$ cat src/rtl/fpt_pkg.sv
// Shared constants and carrier types of the fan pulse and tachometer block
package fpt_pkg;

	// ****************************************
	// Register bus shape and map
	// ****************************************
	localparam int ADDR_W = 5;
	localparam int DATA_W = 16;
	localparam logic [ADDR_W-1:0] OFF_DUTY = 5'h00;
	localparam logic [ADDR_W-1:0] OFF_CTRL = 5'h04;
	localparam logic [ADDR_W-1:0] OFF_FREQ = 5'h08;
	localparam logic [ADDR_W-1:0] OFF_TCNT = 5'h0C;
	localparam logic [ADDR_W-1:0] OFF_STAT = 5'h10;

	// ****************************************
	// Field layouts and reset values
	// ****************************************
	localparam int DUTY_REG_W = 8;
	localparam int DUTY_FORCE_BIT = 0;
	localparam int DUTY_LSB = 1;
	localparam int DUTY_W = 6;
	localparam int CTRL_W = 4;
	localparam int CTRL_DIV_LSB = 0;
	localparam int CTRL_DIV_W = 3;
	localparam int CTRL_EN_BIT = 3;
	localparam int STAT_NEW_BIT = 0;
	localparam int STAT_OVF_BIT = 1;
	localparam int STAT_PWM_BIT = 2;
	localparam int TCNT_W = 16;
	localparam logic [DUTY_REG_W-1:0] DUTY_RST = 8'h00;
	localparam logic [CTRL_W-1:0] CTRL_RST = 4'h0;
	localparam logic [DATA_W-1:0] FREQ_RST = 16'hFFFF;

	// ****************************************
	// Timing
	// ****************************************
	localparam int CLK_PERIOD_NS = 10;
	localparam int PWM_SLOTS = 64;
	localparam int PWM_MIN_PERIOD_NS = 21000;
	localparam int PWM_MAX_PERIOD_NS = 25500000;
	localparam int SLOT_NS = PWM_SLOTS * CLK_PERIOD_NS;
	localparam logic [DATA_W-1:0] PWM_STEP_MIN_CYC =
		DATA_W'((PWM_MIN_PERIOD_NS + SLOT_NS - 1) / SLOT_NS);
	localparam logic [DATA_W-1:0] PWM_STEP_MAX_CYC = DATA_W'(PWM_MAX_PERIOD_NS / SLOT_NS);
	localparam int TACH_BASE_NS = 30520;
	localparam int TACH_BASE_W = 12;
	localparam logic [TACH_BASE_W-1:0] TACH_BASE_CYC =
		TACH_BASE_W'(TACH_BASE_NS / CLK_PERIOD_NS);

	// ****************************************
	// Carriers
	// ****************************************
	typedef struct packed {
		logic [ADDR_W-1:0] addr;
		logic [DATA_W-1:0] wdata;
		logic wr;
		logic rd;
	} fpt_bus_req_t;

	typedef struct packed {
		logic [TCNT_W-1:0] count;
		logic update;
		logic overflow;
	} fpt_tach_res_t;

endpackage

$ cat src/rtl/fpt_tach.sv
// Tachometer period counter: tach clock ticks between rising tach edges
`timescale 1ns/1ps
`default_nettype none
module fpt_tach (
	input wire logic mclk,
	input wire logic rst,
	input wire logic enable,
	input wire logic tach_lvl,
	input wire logic tick,
	output fpt_pkg::fpt_tach_res_t result
);
	import fpt_pkg::*;

	localparam logic [TCNT_W-1:0] CNT_MAX = '1;

	logic prev_r, prev_nxt;
	logic armed_r, armed_nxt;
	logic [TCNT_W-1:0] cnt_r, cnt_nxt;
	fpt_tach_res_t res_r, res_nxt;
	logic rising;

	always_comb
	begin
		rising = tach_lvl & ~prev_r;
		prev_nxt = tach_lvl;
		armed_nxt = armed_r;
		cnt_nxt = cnt_r;
		res_nxt = res_r;
		res_nxt.update = 1'b0;
		res_nxt.overflow = 1'b0;
		if (!enable)
		begin
			armed_nxt = 1'b0;
			cnt_nxt = '0;
		end
		else if (rising)
		begin
			// First edge only arms; a full period needs two same-polarity edges
			if (armed_r)
			begin
				res_nxt.update = 1'b1;
				res_nxt.count = cnt_r;
			end
			armed_nxt = 1'b1;
			cnt_nxt = '0;
		end
		else if (tick && armed_r && cnt_r != CNT_MAX)
		begin
			// Saturate so a stalled fan reads as slowest, not wrapped
			cnt_nxt = cnt_r + 1'b1;
			if (cnt_r == CNT_MAX - 1'b1)
				res_nxt.overflow = 1'b1;
		end
	end

	always_ff @(posedge mclk)
	begin
		if (rst)
		begin
			prev_r <= 1'b0;
			armed_r <= 1'b0;
			cnt_r <= '0;
			res_r <= '0;
		end
		else
		begin
			prev_r <= prev_nxt;
			armed_r <= armed_nxt;
			cnt_r <= cnt_nxt;
			res_r <= res_nxt;
		end
	end

	assign result = res_r;

endmodule
`default_nettype wire

$ cat src/rtl/fpt_fan.sv
// Fan pulse generator and tachometer measurement with register port
//
// Contract
// - With force-high clear, duty comes from duty register bits 6 to 1.
// - Duty field zero and force clear keeps the fan output low.
// - Force-high bit set keeps the fan output high, duty ignored.
// - Nonzero duty spans 1.56 to 98.44 percent of the period.
// - Period set by registers, 0.021 to 25.5 ms, within two percent.
// - High time reaches from 0.00033 ms up to 25.1 ms.
// - Tach counter clock is 30.52 us times two to the power of the programmed divider field.
`timescale 1ns/1ps
`default_nettype none
module fpt_fan (
	input wire logic mclk,
	input wire logic rst,
	input wire fpt_pkg::fpt_bus_req_t bus_req,
	output logic [fpt_pkg::DATA_W-1:0] rd_data,
	input wire logic fan_tach_in,
	output logic fan_pulse_output
);
	import fpt_pkg::*;

	// ****************************************
	// Tach pin synchroniser
	// ****************************************
	logic tach_s1_r;
	logic tach_s2_r;

	always_ff @(posedge mclk)
	begin
		if (rst)
		begin
			tach_s1_r <= 1'b0;
			tach_s2_r <= 1'b0;
		end
		else
		begin
			tach_s1_r <= fan_tach_in;
			tach_s2_r <= tach_s1_r;
		end
	end

	// ****************************************
	// Register file
	// ****************************************
	logic [DUTY_REG_W-1:0] duty_r, duty_nxt;
	logic [CTRL_W-1:0] ctrl_r, ctrl_nxt;
	logic [DATA_W-1:0] freq_r, freq_nxt;
	logic [TCNT_W-1:0] tcount_r, tcount_nxt;
	logic new_r, new_nxt;
	logic ovf_r, ovf_nxt;
	logic [DATA_W-1:0] rd_data_r, rd_data_nxt;
	logic pwm_r, pwm_nxt;
	fpt_tach_res_t tach_res;

	always_comb
	begin
		duty_nxt = duty_r;
		ctrl_nxt = ctrl_r;
		freq_nxt = freq_r;
		tcount_nxt = tcount_r;
		new_nxt = new_r;
		ovf_nxt = ovf_r;
		if (bus_req.wr)
		begin
			if (bus_req.addr == OFF_DUTY)
				duty_nxt = bus_req.wdata[DUTY_REG_W-1:0];
			else if (bus_req.addr == OFF_CTRL)
				ctrl_nxt = bus_req.wdata[CTRL_W-1:0];
			else if (bus_req.addr == OFF_FREQ)
				freq_nxt = bus_req.wdata;
			else if (bus_req.addr == OFF_STAT)
			begin
				if (bus_req.wdata[STAT_NEW_BIT])
					new_nxt = 1'b0;
				if (bus_req.wdata[STAT_OVF_BIT])
					ovf_nxt = 1'b0;
			end
		end
		// Hardware set follows the clear so a same-cycle event survives
		if (tach_res.update)
		begin
			tcount_nxt = tach_res.count;
			new_nxt = 1'b1;
		end
		if (tach_res.overflow)
			ovf_nxt = 1'b1;
		rd_data_nxt = '0;
		if (bus_req.rd)
		begin
			if (bus_req.addr == OFF_DUTY)
				rd_data_nxt = DATA_W'(duty_r);
			else if (bus_req.addr == OFF_CTRL)
				rd_data_nxt = DATA_W'(ctrl_r);
			else if (bus_req.addr == OFF_FREQ)
				rd_data_nxt = freq_r;
			else if (bus_req.addr == OFF_TCNT)
				rd_data_nxt = DATA_W'(tcount_r);
			else if (bus_req.addr == OFF_STAT)
				rd_data_nxt = DATA_W'({pwm_r, ovf_r, new_r});
			else
				rd_data_nxt = '0;
		end
	end

	always_ff @(posedge mclk)
	begin
		if (rst)
		begin
			duty_r <= DUTY_RST;
			ctrl_r <= CTRL_RST;
			freq_r <= FREQ_RST;
			tcount_r <= '0;
			new_r <= 1'b0;
			ovf_r <= 1'b0;
			rd_data_r <= '0;
		end
		else
		begin
			duty_r <= duty_nxt;
			ctrl_r <= ctrl_nxt;
			freq_r <= freq_nxt;
			tcount_r <= tcount_nxt;
			new_r <= new_nxt;
			ovf_r <= ovf_nxt;
			rd_data_r <= rd_data_nxt;
		end
	end

	// ****************************************
	// Tach clock time base
	// ****************************************
	logic [TACH_BASE_W-1:0] base_cnt_r, base_cnt_nxt;
	logic [6:0] div_cnt_r, div_cnt_nxt;
	logic [7:0] div_pow;
	logic [6:0] div_lim;
	logic tick_r, tick_nxt;

	always_comb
	begin
		div_pow = 8'h01 << ctrl_r[CTRL_DIV_LSB +: CTRL_DIV_W];
		div_lim = 7'(div_pow - 8'h01);
		base_cnt_nxt = base_cnt_r + 1'b1;
		div_cnt_nxt = div_cnt_r;
		tick_nxt = 1'b0;
		if (!ctrl_r[CTRL_EN_BIT])
		begin
			base_cnt_nxt = '0;
			div_cnt_nxt = '0;
		end
		else if (base_cnt_r == TACH_BASE_CYC - 1'b1)
		begin
			base_cnt_nxt = '0;
			if (div_cnt_r >= div_lim)
			begin
				div_cnt_nxt = '0;
				tick_nxt = 1'b1;
			end
			else
				div_cnt_nxt = div_cnt_r + 1'b1;
		end
	end

	always_ff @(posedge mclk)
	begin
		if (rst)
		begin
			base_cnt_r <= '0;
			div_cnt_r <= '0;
			tick_r <= 1'b0;
		end
		else
		begin
			base_cnt_r <= base_cnt_nxt;
			div_cnt_r <= div_cnt_nxt;
			tick_r <= tick_nxt;
		end
	end

	fpt_tach u_tach (
		.mclk(mclk),
		.rst(rst),
		.enable(ctrl_r[CTRL_EN_BIT]),
		.tach_lvl(tach_s2_r),
		.tick(tick_r),
		.result(tach_res)
	);

	// ****************************************
	// Pulse generator
	// ****************************************
	logic [DATA_W-1:0] step_cnt_r, step_cnt_nxt;
	logic [DATA_W-1:0] step_lim;
	logic [DUTY_W-1:0] slot_r, slot_nxt;
	logic [DUTY_W-1:0] duty_act_r, duty_act_nxt;

	always_comb
	begin
		// Clamping keeps every setting inside the legal period range
		if (freq_r < PWM_STEP_MIN_CYC)
			step_lim = PWM_STEP_MIN_CYC;
		else if (freq_r > PWM_STEP_MAX_CYC)
			step_lim = PWM_STEP_MAX_CYC;
		else
			step_lim = freq_r;
		step_cnt_nxt = step_cnt_r + 1'b1;
		slot_nxt = slot_r;
		duty_act_nxt = duty_act_r;
		if (step_cnt_r >= step_lim - 1'b1)
		begin
			step_cnt_nxt = '0;
			slot_nxt = slot_r + 1'b1;
			// New duty taken only at period end, so no runt pulses
			if (slot_r == '1)
				duty_act_nxt = duty_r[DUTY_LSB +: DUTY_W];
		end
		if (duty_r[DUTY_FORCE_BIT])
			pwm_nxt = 1'b1;
		else if (duty_act_r == '0)
			pwm_nxt = 1'b0;
		else
			pwm_nxt = slot_r < duty_act_r;
	end

	always_ff @(posedge mclk)
	begin
		if (rst)
		begin
			step_cnt_r <= '0;
			slot_r <= '0;
			duty_act_r <= '0;
			pwm_r <= 1'b0;
		end
		else
		begin
			step_cnt_r <= step_cnt_nxt;
			slot_r <= slot_nxt;
			duty_act_r <= duty_act_nxt;
			pwm_r <= pwm_nxt;
		end
	end

	assign rd_data = rd_data_r;
	assign fan_pulse_output = pwm_r;

endmodule
`default_nettype wire

$ cat config.mk
export PLATFORM = sky130hd
export DESIGN_NAME = fpt_fan
export DESIGN_NICKNAME = d
export VERILOG_FILES = /design/src/rtl/fpt_pkg.sv /design/src/rtl/fpt_tach.sv /design/src/rtl/fpt_fan.sv
export SDC_FILE = /design/constraint.sdc
export NUM_CORES = 1
export LEC_CHECK = 0
export BUFFER_PORTS_ARGS = -buffer_cell sky130_fd_sc_hd__buf_2
export CAP_MARGIN = 25
export CORE_MARGIN = 1
export CORE_UTILIZATION = 55
export CTS_CLUSTER_DIAMETER = 40
export CTS_CLUSTER_SIZE = 28
export DETAILED_ROUTE_END_ITERATION = 8
export GPL_TIMING_DRIVEN = 0
export PLACE_DENSITY = 0.82
export RECOVER_POWER = 100
export SLEW_MARGIN = 20
export SYNTH_ARGS = -nofsm -noshare
export SYNTH_HDL_FRONTEND = slang
export SYNTH_SLANG_ARGS = --single-unit
$ cat constraint.sdc
create_clock -name mclk -period 4.5 [get_ports mclk]
set_clock_uncertainty 0.2 [all_clocks]
set_input_delay 0.9 -clock mclk [delete_from_list [all_inputs] [get_ports mclk]]
set_output_delay 0.9 -clock mclk [all_outputs]
set_load 0.02 [all_outputs]
==> flow_summary.yaml <==
clocking:
  clk_pin_slew_ns: 0.06
  cts_tree: "yes"
  clkSinkCount: 149
  h-tree-depth: 4
  numCtsBuffers: 17
  cts_buffer_depth: 2
  clock_latency_ns: 0.42
  cts_root_buffer: "clkbuf_16"
worst_setup_path:
  end_kind: "register"
  path_buf_inv: 2
  arrival_ns: 4.52
  crit_family: "simple AND/OR/NAND/NOR gates"
  startpoint_type: "register"
  cp_slowest_stage_delay_ns: 0.40
  slowest_stage: "or3_4"
  critPathKind: "register to register"
  r2r_start: "freq_r[8]$_SDFFE_PP1P_"
  cp.required_ns: 4.61
  crit_chain: "buf_8 -> nand4_1 -> or3_4 -> o31ai_4 -> and2_4 -> nor2b_4 -> ha_4 -> nand2_4 -> nor3_4 -> nand3b_1 -> xnor2_1 -> nand2_1 -> ha_4 -> nand4_1 -> nor3_1 -> or3_1 -> a211o_1 -> buf_6 -> and4_1 -> mux2_2"
  critPathLaunch: "freq_r[8]$_SDFFE_PP1P_"
  critPathMaxFanout: 8
place:
  place_inst: 1023
  place.gp.congestion: 0.861
  dpl.hpwl_mm: 11.2
  port_buffers: 41
sta:
  finalSetupViolations: 0
  hold_viol: 0
  slew_viol_final: 0
  rsz0062_at_grt: "true"
  tightest_slew_ns: 1.22
  period_share_pct: 98.0
  max-slew-margin-rel_pct: 17.7
  fin_crit_ns: 4.41
  max_freq_mhz: 227
  setup-tns-final_ns: 0
layout:
  syn_to_final_growth_pct: 18.6
  final_cells: 1074
  finalNetCount: 950
  layout-drive-gt1-share_pct: 14.9
  fillers: 986
  antenna_cells: 0
floorplanning:
  rows: 41
  die_h_um: 115
  start_util_pct: 56.3
  num_io_pins: 43
  core-area_um2: 12600
  fp.dieW_um: 115
  dieArea_um2: 13300
global_routing:
  grt_pass1_vias: 5829
  antenna_found_initial: 0
  grt_usage_pct: 26.1
  grt_remaining_overflow: 0
  grt_max_degree: 17
  grt_pass1_wl_mm: 26.8
pwr:
  power.leakage_nw: 3.17
  total_power_w: 0.00285
  peakVddDrop_mv: 0.356
  power_density_nw_per_um2: 339
yosys:
  avgSynthCellArea_um2: 8.73
  seq_area_frac_synth_pct: 42.2
  yosysMostFrequentCell: "dfxtp_1"
  synth.area.top_cells: "dfxtp_1, nor2_1, ha_1"
  ys_seq_elements: 149
  syn_nets: 871
  yosys.area.top_type: "dfxtp_1"
  synth_warnings: 0
  syn_inst: 810
  synth-async-reset-ratio_pct: 0
  synth_top_area_share_pct: 42.2
  synthDistinctLibCells: 59
  syn_area_um2: 7070
  synthTopCellsByCount: "dfxtp_1, nor2_1, nand2_1"
  synth_top_flop_cell: "dfxtp_1"
  synth-edff-count: 0
detailed_routing:
  drt_pre_antenna_iters: 5
  dr.first_iter.drc_count: 456
  routed_wl_mm: 16.9
  detail-route-antenna-nets: 0
  vias: 5993
  drc: 0
  wire_per_inst_um: 15.7
  viasPerCell: 5.58
hold_path:
  hp-start: "base_cnt_r[0]$_SDFF_PP0_"
  hold_path.class: "register to register"
run:
  maxCapViolations: 0
status:
  status: "finished, final reports clean"
[final timing paths]
check / slack, ns / end / depth (start not counted)
setup reg to reg: 0.09 / slot_r[5]$_SDFFE_PP0P_ / 20
setup / recovery: 0.09 / slot_r[5]$_SDFFE_PP0P_ / 20
hold reg to reg: 0.25 / base_cnt_r[0]$_SDFF_PP0_ / 1
hold / removal: 0.25 / base_cnt_r[0]$_SDFF_PP0_ / 1
[per-layer routing]
metal | part of all wire, % | wire length, um | GRT usage (%) | up-vias
li1 | - | - | - | 2932
met1 | 42 | 7170 | 29.7 | 2829
met2 | 49 | 8260 | 44.7 | 180
met3 | 5.1 | 858 | 7.06 | 52
met4 | 3.5 | 592 | 13.9 | 0
met5 | 0 | 0 | 0 | -
[cell families (layout without fill, tap and decap cells)]
family          count (synthesis)  after routing  share of synthesized area, %
simple gates                  373            373                          25.8
mux                            53             53                          7.68
xor+xnor                       52             52                          6.44
flops                         149            149                          42.2
fa+ha+maj                      35             35                          6.19
compound gates                 88             88                          8.07
buf+inv                        60            152                          3.66
[flip-flops by register name, indices dropped and copies added (netlist names), 4 cells and up]
signal and cells:
base_cnt_r 12, duty_r 8, rd_data 16, duty_act_r 6, tcount_r 16, u_tach.result 18
u_tach.cnt_r 16, ctrl_r 4, div_cnt_r 7, slot_r 6, freq_r 16, step_cnt_r 16
[power breakdown]
group          leakage [nW]  internal [W]  total (W)  switching (W)
logic                  1.69     0.0000398  0.0000997      0.0000599
registers              1.20       0.00132    0.00133     0.00000704
clock network         0.283      0.000864    0.00141       0.000550
total                  3.17       0.00223    0.00285       0.000617
[final cells by class]
type | count | area [um2] | share of cell area [%]
Buffer | 37 | 189 | 2.25
Clock buffer | 22 | 474 | 5.65
Clock inverter | 10 | 123 | 1.46
Inverter | 19 | 71.3 | 0.850
Multi-Input combinational cell | 601 | 3960 | 47.2
Sequential cell | 149 | 3000 | 35.8
Tap cell | 172 | 215 | 2.56
Timing Repair Buffer | 64 | 355 | 4.23
[cell usage in the layout, fill, tap and decap left out, types with 5 or more instances in the layout]
master     Yosys  final
dfxtp_2        0      6
clkbuf_16      0     17
buf_6          3      6
and3_1        17     17
ha_1          35     33
a22oi_1        8      8
mux2i_1       43     43
nor2_1       122    118
a31oi_1        5      5
and4_1         6      5
inv_1         19     18
nand3b_1      20     20
nand2b_1      21     21
nand3_1       21     21
nand4_1       18     18
buf_2          5     23
nand2_1      101     99
a21o_1         6      6
o21ai_0       14     12
clkbuf_1      25     49
mux2_2        10      8
nor2b_1       10      9
xor2_1        31     31
buf_4          1     21
xnor2_1       21     20
a21oi_1       35     34
nor3_1         7      6
dfxtp_1      149    140
or3_1          8      6
[stage by stage]
step / util [%] / hold WS (ns) / area [um2] / setup WS, ns
final: 66.8 / 0.246 / 8390 / 0.0895
after CTS: 65.6 / 0.250 / 8250 / 0.0122
after global placement: 59.7 / 0.226 / 7500 / -0.509
after floorplan: - / 0.213 / 7080 / 0.00182
after global routing: 66.8 / 0.275 / 8390 / -0.0534
after detailed placement: 59.7 / 0.232 / 7500 / -0.549
[repair_timing]
action,in CTS,in global routing
setup endpoints to repair,28,28
hold buffers,0,0
gates cloned,0,1
pin swaps,12,22
hold endpoints to repair,0,0
buffers inserted,12,9
gates resized for setup,25,32
Note: power is estimated with default switching activity, not from simulation.
